<file path="src/hw/afm_pkg.sv">
// afm_pkg: constants, codes and types shared by the amplifier fault manager
// assumes: single system clock, one active-low asynchronous reset
package afm_pkg;

	// =====================================================
	// fault input positions in the fault vector
	localparam int NFLT = 4;
	localparam int FI_MINOR = 0;
	localparam int FI_MAJOR = 1;
	localparam int FI_OT = 2;
	localparam int FI_CRIT = 3;

	// =====================================================
	// operator command positions, placed above the faults
	localparam int NCMD = 5;
	localparam int CI_PANEL = 4;
	localparam int CI_DIAG_EN = 5;
	localparam int CI_DIAG_DIS = 6;
	localparam int CI_REM_EN = 7;
	localparam int CI_REM_DIS = 8;
	localparam int NPIN = NFLT + NCMD;

	// =====================================================
	// retry and timing defaults
	localparam int RETRY_GEN = 3;
	localparam int RETRY_OT = 1;
	localparam int HYST_DEF = 1000;
	localparam int RST_PULSE_DEF = 16;
	localparam int SETTLE_DEF = 256;

	// =====================================================
	// severity classes, escalating
	typedef enum logic [1:0] {
		SEV_NONE = 2'h0,
		SEV_MINOR = 2'h1,
		SEV_MAJOR = 2'h2,
		SEV_CRIT = 2'h3
	} afm_sev_t;

	// =====================================================
	// major-fault retry sequencer states
	typedef enum logic [3:0] {
		ST_IDLE = 4'h1,
		ST_RST = 4'h2,
		ST_WAIT = 4'h4,
		ST_HOLD = 4'h8
	} afm_state_t;

endpackage : afm_pkg

</file>
<file path="src/hw/afm_flt_if.sv">
// afm_flt_if: raw and qualified fault levels between manager and filter
// assumes: both ends on the same clock
`timescale 1ns/1ps
`default_nettype none
interface afm_flt_if #(parameter int N = 4);
	logic [N-1:0] raw;
	logic [N-1:0] qual;
	// manager side
	modport src(output raw, input qual);
	// filter side
	modport flt(input raw, output qual);
endinterface : afm_flt_if
`default_nettype wire

</file>
<file path="src/hw/afm_persist.sv">
// afm_persist: persistence filter, one counter per fault line
// assumes: raw levels are already synchronised to clk
`timescale 1ns/1ps
`default_nettype none
module afm_persist #(
	parameter int N = 4,
	parameter int HYST = 1000
) (
	// clock and reset
	input wire logic clk,
	input wire logic rst_n,
	// fault levels
	afm_flt_if.flt fl
);
	import afm_pkg::*;

	localparam int CW = $clog2(HYST + 2);
	localparam logic [CW-1:0] LIM = CW'(HYST + 1);
	localparam logic [CW-1:0] HYS = CW'(HYST);

	logic [CW-1:0] cnt_q [N];
	logic [CW-1:0] cnt_d [N];
	logic [N-1:0] qual_q;
	logic [N-1:0] qual_d;

	// =====================================================
	// counters: restart on any gap, saturate at the limit
	// persistence count
	always_comb begin
		for (int i = 0; i < N; i++) begin
			if (!fl.raw[i]) begin
				cnt_d[i] = '0;
			end else if (cnt_q[i] == LIM) begin
				cnt_d[i] = cnt_q[i];
			end else begin
				cnt_d[i] = cnt_q[i] + 1'b1;
			end
			qual_d[i] = fl.raw[i] && (cnt_q[i] >= HYS);
		end
	end

	// registers
	always_ff @(posedge clk or negedge rst_n) begin
		if (!rst_n) begin
			for (int i = 0; i < N; i++) begin
				cnt_q[i] <= '0;
			end
			qual_q <= '0;
		end else begin
			cnt_q <= cnt_d;
			qual_q <= qual_d;
		end
	end

	assign fl.qual = qual_q; // qualified level drops one cycle after the raw one

	// =====================================================
	// checks
	for (genvar g = 0; g < N; g++) begin : g_chk
		property p_short;
			@(posedge clk) disable iff (!rst_n)
			!fl.raw[g] |=> !fl.qual[g];
		endproperty
		a_short: assert property (p_short)
			else $error("qualified fault outlived its raw level");
		property p_long;
			@(posedge clk) disable iff (!rst_n)
			$rose(fl.qual[g]) |-> $past(cnt_q[g]) >= HYS;
		endproperty
		a_long: assert property (p_long)
			else $error("fault qualified before the hysteresis interval");
	end

endmodule : afm_persist
`default_nettype wire

</file>
<file path="src/hw/afm_top.sv">
// afm_top: fault manager for one amplifier module
// assumes: fault and operator inputs are asynchronous pins; one clock
//
// Behaviour
// - every fault falls in minor, major or critical, escalating in that order
// - minor fault keeps the module in service, raising only the minor alarm
// - minor fault gives notification only, no automatic action
// - major fault sets major alarm and does not disable the unit
// - critical fault disables the unit until an operator enable arrives after the critical fault has cleared
// - major fault triggers module resets, up to three attempts generally
// - major fault still present after retries: keep running, alarm stays
// - over-temperature major fault gets a single reset attempt only
// - over-temperature surviving its reset shuts down until operator restores
// - alarm only after fault persists longer than hysteresis; transients ignored
// - disable from panel switch, diagnostic port or remote is honoured
// - enable from any of the three paths is accepted, fault re-evaluated
`timescale 1ns/1ps
`default_nettype none
module afm_top #(
	parameter int HYST_CYC = afm_pkg::HYST_DEF,
	parameter int RETRY_MAX = afm_pkg::RETRY_GEN,
	parameter int RST_PULSE_CYC = afm_pkg::RST_PULSE_DEF,
	parameter int SETTLE_CYC = afm_pkg::SETTLE_DEF
) (
	// clock and reset
	input wire logic MCLK,
	input wire logic RST_N,
	// fault detectors, high while the condition is present
	input wire logic FAULT_MINOR,
	input wire logic FAULT_MAJOR,
	input wire logic FAULT_OVERTEMP,
	input wire logic FAULT_CRITICAL,
	// operator controls
	input wire logic PANEL_DISABLE,
	input wire logic DIAG_ENABLE,
	input wire logic DIAG_DISABLE,
	input wire logic REMOTE_ENABLE,
	input wire logic REMOTE_DISABLE,
	// module control
	output logic MODULE_ENABLE,
	output logic MODULE_RESET,
	output logic OUT_OF_SERVICE,
	// alarms
	output logic ALARM_MINOR,
	output logic ALARM_MAJOR,
	output logic ALARM_CRITICAL,
	output afm_pkg::afm_sev_t FAULT_CLASS
);
	import afm_pkg::*;

	localparam int TW = $clog2(RST_PULSE_CYC + SETTLE_CYC + 1);
	localparam int YW = $clog2(RETRY_MAX + 2);
	localparam logic [TW-1:0] T_PULSE = TW'(RST_PULSE_CYC - 1);
	localparam logic [TW-1:0] T_SETTLE = TW'(SETTLE_CYC - 1);
	localparam logic [YW-1:0] Y_GEN = YW'(RETRY_MAX);
	localparam logic [YW-1:0] Y_OT = YW'(RETRY_OT);
	localparam logic [YW-1:0] Y_ONE = YW'(1);

	// =====================================================
	// input synchroniser, two stages plus an edge stage
	logic [NPIN-1:0] pins;
	logic [NPIN-1:0] s1_q;
	logic [NPIN-1:0] s2_q;
	logic [NPIN-1:0] s3_q;

	assign pins = {REMOTE_DISABLE, REMOTE_ENABLE, DIAG_DISABLE, DIAG_ENABLE, PANEL_DISABLE,
		FAULT_CRITICAL, FAULT_OVERTEMP, FAULT_MAJOR, FAULT_MINOR};

	// first stage feeds only the second
	always_ff @(posedge MCLK or negedge RST_N) begin
		if (!RST_N) begin
			s1_q <= '0;
			s2_q <= '0;
			s3_q <= '0;
		end else begin
			s1_q <= pins;
			s2_q <= s1_q;
			s3_q <= s2_q;
		end
	end

	// =====================================================
	// persistence filter
	afm_flt_if #(.N(NFLT)) fi ();
	logic [NFLT-1:0] qual;

	assign fi.raw = s2_q[NFLT-1:0];
	assign qual = fi.qual;

	afm_persist #(.N(NFLT), .HYST(HYST_CYC)) u_persist (
		.clk(MCLK),
		.rst_n(RST_N),
		.fl(fi.flt)
	);

	// =====================================================
	// operator command decode
	logic pnl_dis;
	logic dis_ev;
	logic en_ev;
	logic maj;

	assign pnl_dis = s2_q[CI_PANEL];
	assign dis_ev = (s2_q[CI_DIAG_DIS] & ~s3_q[CI_DIAG_DIS])
		| (s2_q[CI_REM_DIS] & ~s3_q[CI_REM_DIS]);
	// any enable source, panel release included
	assign en_ev = (s2_q[CI_DIAG_EN] & ~s3_q[CI_DIAG_EN])
		| (s2_q[CI_REM_EN] & ~s3_q[CI_REM_EN])
		| (~s2_q[CI_PANEL] & s3_q[CI_PANEL]);
	assign maj = qual[FI_MAJOR] | qual[FI_OT];

	// =====================================================
	// major-fault retry sequencer
	afm_state_t st_q;
	afm_state_t st_d;
	logic [TW-1:0] tmr_q;
	logic [TW-1:0] tmr_d;
	logic [YW-1:0] try_q;
	logic [YW-1:0] try_d;
	logic ot_q;
	logic ot_d;
	logic rst_q;
	logic rst_d;
	logic ot_trip;

	// next state of the sequencer
	always_comb begin
		st_d = st_q;
		tmr_d = tmr_q;
		try_d = try_q;
		ot_d = ot_q;
		rst_d = 1'b0;
		ot_trip = 1'b0;
		case (st_q)
			ST_IDLE: begin
				if (maj && MODULE_ENABLE) begin
					st_d = ST_RST;
					tmr_d = T_PULSE;
					try_d = Y_ONE;
					ot_d = qual[FI_OT];
				end
			end
			ST_RST: begin
				rst_d = 1'b1;
				if (tmr_q == '0) begin
					st_d = ST_WAIT;
					tmr_d = T_SETTLE;
				end else begin
					tmr_d = tmr_q - 1'b1;
				end
			end
			ST_WAIT: begin
				if (tmr_q != '0) begin
					tmr_d = tmr_q - 1'b1;
				end else if (!maj) begin
					st_d = ST_IDLE;
				end else if ((ot_q || qual[FI_OT]) && try_q >= Y_OT) begin
					ot_trip = 1'b1;
					st_d = ST_IDLE;
				end else if (try_q < Y_GEN) begin
					st_d = ST_RST;
					tmr_d = T_PULSE;
					try_d = try_q + 1'b1;
				end else begin
					st_d = ST_HOLD;
				end
			end
			ST_HOLD: begin
				if (!maj) begin
					st_d = ST_IDLE;
				end
			end
			default: begin
				st_d = ST_IDLE;
			end
		endcase
	end

	// sequencer registers
	always_ff @(posedge MCLK or negedge RST_N) begin
		if (!RST_N) begin
			st_q <= ST_IDLE;
			tmr_q <= '0;
			try_q <= '0;
			ot_q <= 1'b0;
			rst_q <= 1'b0;
		end else begin
			st_q <= st_d;
			tmr_q <= tmr_d;
			try_q <= try_d;
			ot_q <= ot_d;
			rst_q <= rst_d;
		end
	end

	// =====================================================
	// enable, service state and alarms
	logic en_d;
	logic oos_d;
	logic amin_d;
	logic amaj_d;
	logic acrit_d;
	afm_sev_t cls_d;

	// trip beats enable; disable beats enable
	always_comb begin
		en_d = MODULE_ENABLE;
		oos_d = OUT_OF_SERVICE;
		if (en_ev) begin
			en_d = 1'b1;
			oos_d = 1'b0;
		end
		if (dis_ev || pnl_dis) begin
			en_d = 1'b0;
		end
		if (qual[FI_CRIT] || ot_trip) begin
			en_d = 1'b0;
			oos_d = 1'b1;
		end
		amin_d = qual[FI_MINOR];
		amaj_d = maj;
		acrit_d = qual[FI_CRIT] | oos_d;
		if (acrit_d) begin
			cls_d = SEV_CRIT;
		end else if (maj) begin
			cls_d = SEV_MAJOR;
		end else if (qual[FI_MINOR]) begin
			cls_d = SEV_MINOR;
		end else begin
			cls_d = SEV_NONE;
		end
	end

	// output registers; unit comes up enabled
	always_ff @(posedge MCLK or negedge RST_N) begin
		if (!RST_N) begin
			MODULE_ENABLE <= 1'b1;
			OUT_OF_SERVICE <= 1'b0;
			ALARM_MINOR <= 1'b0;
			ALARM_MAJOR <= 1'b0;
			ALARM_CRITICAL <= 1'b0;
			FAULT_CLASS <= SEV_NONE;
		end else begin
			MODULE_ENABLE <= en_d;
			OUT_OF_SERVICE <= oos_d;
			ALARM_MINOR <= amin_d;
			ALARM_MAJOR <= amaj_d;
			ALARM_CRITICAL <= acrit_d;
			FAULT_CLASS <= cls_d;
		end
	end

	assign MODULE_RESET = rst_q;

	// =====================================================
	// checks
	property p_class;
		@(posedge MCLK) disable iff (!RST_N)
		qual[FI_CRIT] |=> FAULT_CLASS == SEV_CRIT;
	endproperty
	a_class: assert property (p_class)
		else $error("critical fault not classed critical");

	property p_minor_keep;
		@(posedge MCLK) disable iff (!RST_N)
		MODULE_ENABLE && !qual[FI_CRIT] && !ot_trip && !dis_ev && !pnl_dis |=> MODULE_ENABLE;
	endproperty
	a_minor_keep: assert property (p_minor_keep)
		else $error("module dropped without a cause");

	property p_major_alarm;
		@(posedge MCLK) disable iff (!RST_N)
		qual[FI_MAJOR] |=> ALARM_MAJOR;
	endproperty
	a_major_alarm: assert property (p_major_alarm)
		else $error("major fault without major alarm");

	property p_crit_trip;
		@(posedge MCLK) disable iff (!RST_N)
		qual[FI_CRIT] |=> !MODULE_ENABLE && OUT_OF_SERVICE && ALARM_CRITICAL;
	endproperty
	a_crit_trip: assert property (p_crit_trip)
		else $error("critical fault left the unit enabled");

	property p_oos_hold;
		@(posedge MCLK) disable iff (!RST_N)
		OUT_OF_SERVICE && !en_ev |=> OUT_OF_SERVICE;
	endproperty
	a_oos_hold: assert property (p_oos_hold)
		else $error("out of service cleared without an enable");

	property p_retry;
		@(posedge MCLK) disable iff (!RST_N)
		st_q == ST_IDLE && maj && MODULE_ENABLE |=> st_q == ST_RST && try_q == Y_ONE
			##1 MODULE_RESET;
	endproperty
	a_retry: assert property (p_retry)
		else $error("major fault did not start a reset attempt");

	property p_bound;
		@(posedge MCLK) disable iff (!RST_N)
		st_q == ST_RST |-> try_q <= Y_GEN;
	endproperty
	a_bound: assert property (p_bound)
		else $error("too many reset attempts");

	property p_hold;
		@(posedge MCLK) disable iff (!RST_N)
		st_q == ST_HOLD && maj |=> st_q == ST_HOLD && ALARM_MAJOR;
	endproperty
	a_hold: assert property (p_hold)
		else $error("exhausted major fault left hold");

	property p_ot_once;
		@(posedge MCLK) disable iff (!RST_N)
		st_q == ST_RST && ot_q |-> try_q == Y_OT;
	endproperty
	a_ot_once: assert property (p_ot_once)
		else $error("over-temperature retried more than once");

	property p_ot_trip;
		@(posedge MCLK) disable iff (!RST_N)
		ot_trip |=> OUT_OF_SERVICE && !MODULE_ENABLE;
	endproperty
	a_ot_trip: assert property (p_ot_trip)
		else $error("over-temperature did not shut down");

	property p_disable;
		@(posedge MCLK) disable iff (!RST_N)
		dis_ev || pnl_dis |=> !MODULE_ENABLE;
	endproperty
	a_disable: assert property (p_disable)
		else $error("operator disable ignored");

	property p_enable;
		@(posedge MCLK) disable iff (!RST_N)
		en_ev && !dis_ev && !pnl_dis && !qual[FI_CRIT] && !ot_trip
			|=> MODULE_ENABLE && !OUT_OF_SERVICE;
	endproperty
	a_enable: assert property (p_enable)
		else $error("operator enable ignored");

endmodule : afm_top
`default_nettype wire

</file>
<file path="config.mk">
export PLATFORM = sky130hd
export DESIGN_NAME = afm_top
export DESIGN_NICKNAME = d
export VERILOG_FILES = /design/src/hw/afm_pkg.sv /design/src/hw/afm_flt_if.sv /design/src/hw/afm_persist.sv /design/src/hw/afm_top.sv
export SDC_FILE = /design/constraint.sdc
export NUM_CORES = 1
export LEC_CHECK = 0
export BUFFER_PORTS_ARGS = -buffer_cell sky130_fd_sc_hd__buf_2
export CAP_MARGIN = 10
export CORE_ASPECT_RATIO = 0.8
export CORE_MARGIN = 10
export CORE_UTILIZATION = 30
export DETAILED_ROUTE_END_ITERATION = 8
export PLACE_DENSITY = 0.49
export RECOVER_POWER = 50
export SKIP_CTS_REPAIR_TIMING = 1
export SYNTH_ARGS = -nofsm -noshare
export SYNTH_HDL_FRONTEND = slang
export SYNTH_SLANG_ARGS = --single-unit
</file>
<file path="constraint.sdc">
create_clock -name MCLK -period 2.3 [get_ports MCLK]
set_input_delay 0.115 -clock MCLK [delete_from_list [all_inputs] [get_ports MCLK]]
set_output_delay 0.115 -clock MCLK [all_outputs]
set_load 0.02 [all_outputs]
</file>
==> results.md <==
- Final number of hold-violating endpoints: 0
- Layout cells sized above 1: just under 10%
- Period utilization: about nine tenths
- Syn_nets: ~420
- Synth Area in Compound Gates: between 10% and 20%
- Synth Warn #: 0
- Area Overhead vs Synth: 16.29%
- Post-route DRC: 0
- Post-synthesis cell area: between 4000 and 5000 um^2
- Core Area: around 14000 um^2
- Req. time, crit path: roughly 2.5 ns
- Adder-Cell Fraction of Synth Area: between 4 and 5%
- First-pass GRT wire length: around 15000 um
- Combinational share of power: ~3.8%
- Tot Pwr: 3.336 mW
- CP Capture Type: register
- Synth Area per Inst: between 10 and 15 um^2
- Net Sw Frac: a little under a quarter
- Top layer used by detailed routing: met4
- Netlist cell types: 54
- IO Pins: 19
- Status: finished with violations
- CP cell instances: inv_1 -> ha_1 -> nor4b_1 -> a21oi_1 -> or4_4 -> a32o_1
- Inst Count DP: roughly 590
- Clock Tree Root: clkbuf_16
- FILL cells: about 1400
- Net count reported at finish: around 460
- Slew @ Worst Pin: about 1.5 ns
- Final GP Congestion: 0.8338
- Gr usage total: under 10%
- Vias per cell: 4.771
- Worst-Skew Late Latency: ~0.34 ns
- Ys async rst share: 100.0%
- Max Freq: about 480 MHz
- Largest family of logic cells by synthesized area: simple AND/OR/NAND/NOR gates
- Commonest non-fill, non-tap cell in the layout: dfrtp_1
- Setup Skew: between 0.005 and 0.006 ns
- Cells after Synth: roughly 400
- Max clock buf depth: 2
- Met2 WL: 3567 um
- Critical Path AT: roughly 2.3 ns
- Initial antenna violation count: 0
- Total grt overflow: 0
- EDFF count, synth: 0
- Vias in the first global route: approximately 2900
- Die Y: around 130 um
- DR vias: about 3000
- Setup TNS: 0 ns
- Die X: about 160 um
- Most frequent cells in the layout: dfrtp_1, inv_1, nand3_1, and2_1, xnor2_1
- Mux share of post-synthesis cell area: 0.9145%
- Relative slew margins: -2.147%
- PwrDens: between 600 and 700 nW/um^2
- CTS tree: built
- Post-synthesis simple-gate area fraction: roughly a fifth
- Final ANT Viol Nets: 0
- P_int: about 2.6 mW
- Crit path launch type: register
- Crit Path Category: reg -> reg
- Floorplan row count: 39
- Post-synthesis sequential area ratio: 52.64%
- Violated checks: capacitance limit, slew limit
- Pre-antenna DRT Iters: 4
- Fin crit period: roughly 2.1 ns
- Slowest CP cell: or4_4
- Clock Power Share: between 40% and 50%
- Slew Viols, Final: 26
- DIE AREA: ~20000 um^2
- Routed WL per cell: 13.67 um
- IO Port Bufs: 18
- Routed WL: 8475 um
- Initial Util: a little under a third
- Post-Layout Cell Count: between 600 and 700
- Largest net degree at the start of global routing: slightly below 70
- Worst-path fanout max: 6
- Maximum vdd drop: approximately 0.00035 V
- CTS H-tree lvls: 3
- NetSw: 0.7663 mW
- Worst-path clk slew: 0.07 ns
- Maximum single-stage delay on the critical path: 0.47 ns
- Met1 wire length: about 4500 um
- Prevailing post-synth register cell: dfrtp_1
- Iter 0 DRT Violations: 214
- Metal3 WL: 317 um
- Hold/Removal Path Class: reg -> reg
- FF+latch count, synth: 92
- Final setup violation count: 0
- Xor and xnor area share after synthesis: about 5.6%
- Sink Count: 92
- Reg power frac: approximately half
- Max_cap viols: 1
- ANT cells: 0
- CTS Buf Count: 9
- Hpwl dp: between 5000 and 6000 um
- RSZ-0062 raised after global routing: no
- Leak Pwr: around 2.3 nW
[cell usage after synthesis (2+ instances only)]
cell       count  area [um^2]
a21boi_0       9        67.56
a21o_1         3        22.52
a21oi_1        5        25.02
a221oi_1       2        17.52
a32o_1         4        40.04
and2_1        23        143.9
and3_1         4        25.02
and4_1         4        35.03
buf_6          3        33.78
clkbuf_1       6        22.52
dfrtp_1       90         2252
dfstp_2        2        52.55
ha_1          16        200.2
inv_1         28        105.1
mux2i_1        4        40.04
nand2_1       13        48.80
nand2b_1       8        50.05
nand3_1       23        115.1
nand3b_1       4        30.03
nand4_1        6        37.54
nor2_1        16        60.06
nor2b_1        9        56.30
nor3_1        12        60.06
nor4_1         7        43.79
nor4b_4        2        47.55
nor4bb_1       4        40.04
o2111a_1       4        45.04
o211ai_1       3        22.52
o21ai_0       14        70.07
o221ai_1       4        35.03
o2bb2ai_1      2        17.52
o31a_1         3        26.28
o31ai_1        5        37.54
or3_1          8        50.05
xnor2_1       18        157.7
xor2_1        10        87.58
[cell families (layout without fill, tap and decap cells)]
kind of cell             after synthesis  count (layout)
multiplexers                           4               4
adder cells (fa/ha/maj)               16              16
XOR/XNOR                              28              28
AND/OR/NAND/NOR                      151             151
AO/OA/AOI/OAI                         67              67
flip-flops                            92              92
buffers and inverters                 38              78
[metrics by stage]
| stage | area (um^2) | setup slack, ns | util (%) | hold slack (ns) |
|---|---|---|---|---|
| after global routing | 5091 | 0.02213 | 35.61 | 0.3622 |
| after detailed placement | 4697 | 0.2158 | 32.85 | 0.06335 |
| after floorplan | 4378 | 0.3418 | - | -0.1806 |
| after global placement | 4697 | 0.3394 | 32.85 | 0.05971 |
| after CTS | 5002 | 0.2025 | 34.99 | -0.3086 |
| final | 5091 | 0.2046 | 35.61 | 0.3509 |
[worst max-delay path: cells and delay by family (launching register included)]
family                     cells  cell delay [ns]
adders and majority gates      1             0.17
buffers and inverters          1             0.12
AOI/OAI and AO/OA              2             0.44
and+or+nand+nor                2             0.83
DFF                            1             0.43
[per-layer routing]
layer | track usage, % | vias to the layer above
met5 | 0 | -
met4 | 2.385 | 0
met2 | 12.63 | 45
li1 | - | 1470
met1 | 12.75 | 1435
met3 | 2.985 | 8
[flip-flops by register name, summed over array words and instances, names as in the netlist, 2 cells and up]
name,flops
s2_q,9
st_q,4
u_persist.cnt_q,40
s3_q,5
FAULT_CLASS,2
tmr_q,9
try_q,3
s1_q,9
u_persist.fl.qual,4
[path summary, 6_finish.rpt]
kind,end,start,slack (ns),cells after the start
setup / recovery,try_q[1],tmr_q[0],0.20,6
hold / removal,s2_q[1],s1_q[1],0.35,0
setup reg to reg,try_q[1],tmr_q[0],0.20,6
hold reg to reg,s2_q[1],s1_q[1],0.35,0
max in group asynchronous,s2_q[5],RST_N,0.58,3
min in group asynchronous,MODULE_RESET,RST_N,0.68,2
[layout make-up]
class	instances	area, um^2	area share (%)
sequential	92	2305	45.27
multi-input combinational	266	1907	37.45
timing repair buffer	34	239.0	4.694
tap	184	230.2	4.522
clock buffer	9	225.2	4.424
inverter	28	105.1	2.064
clock inverter	7	80.08	1.573
[power by group through the flow]
stage / clock network, mW / registers [mW] / logic (mW)
finish: 1.51 / 1.70 / 0.128
global route: 1.63 / 1.71 / 0.154
CTS: 1.58 / 1.70 / 0.121
detailed placement: 0 / 1.73 / 0.120
global placement: 0 / 1.73 / 0.117
floorplan: 0 / 1.71 / 0.0649
Power figures use the tool's default switching activity.
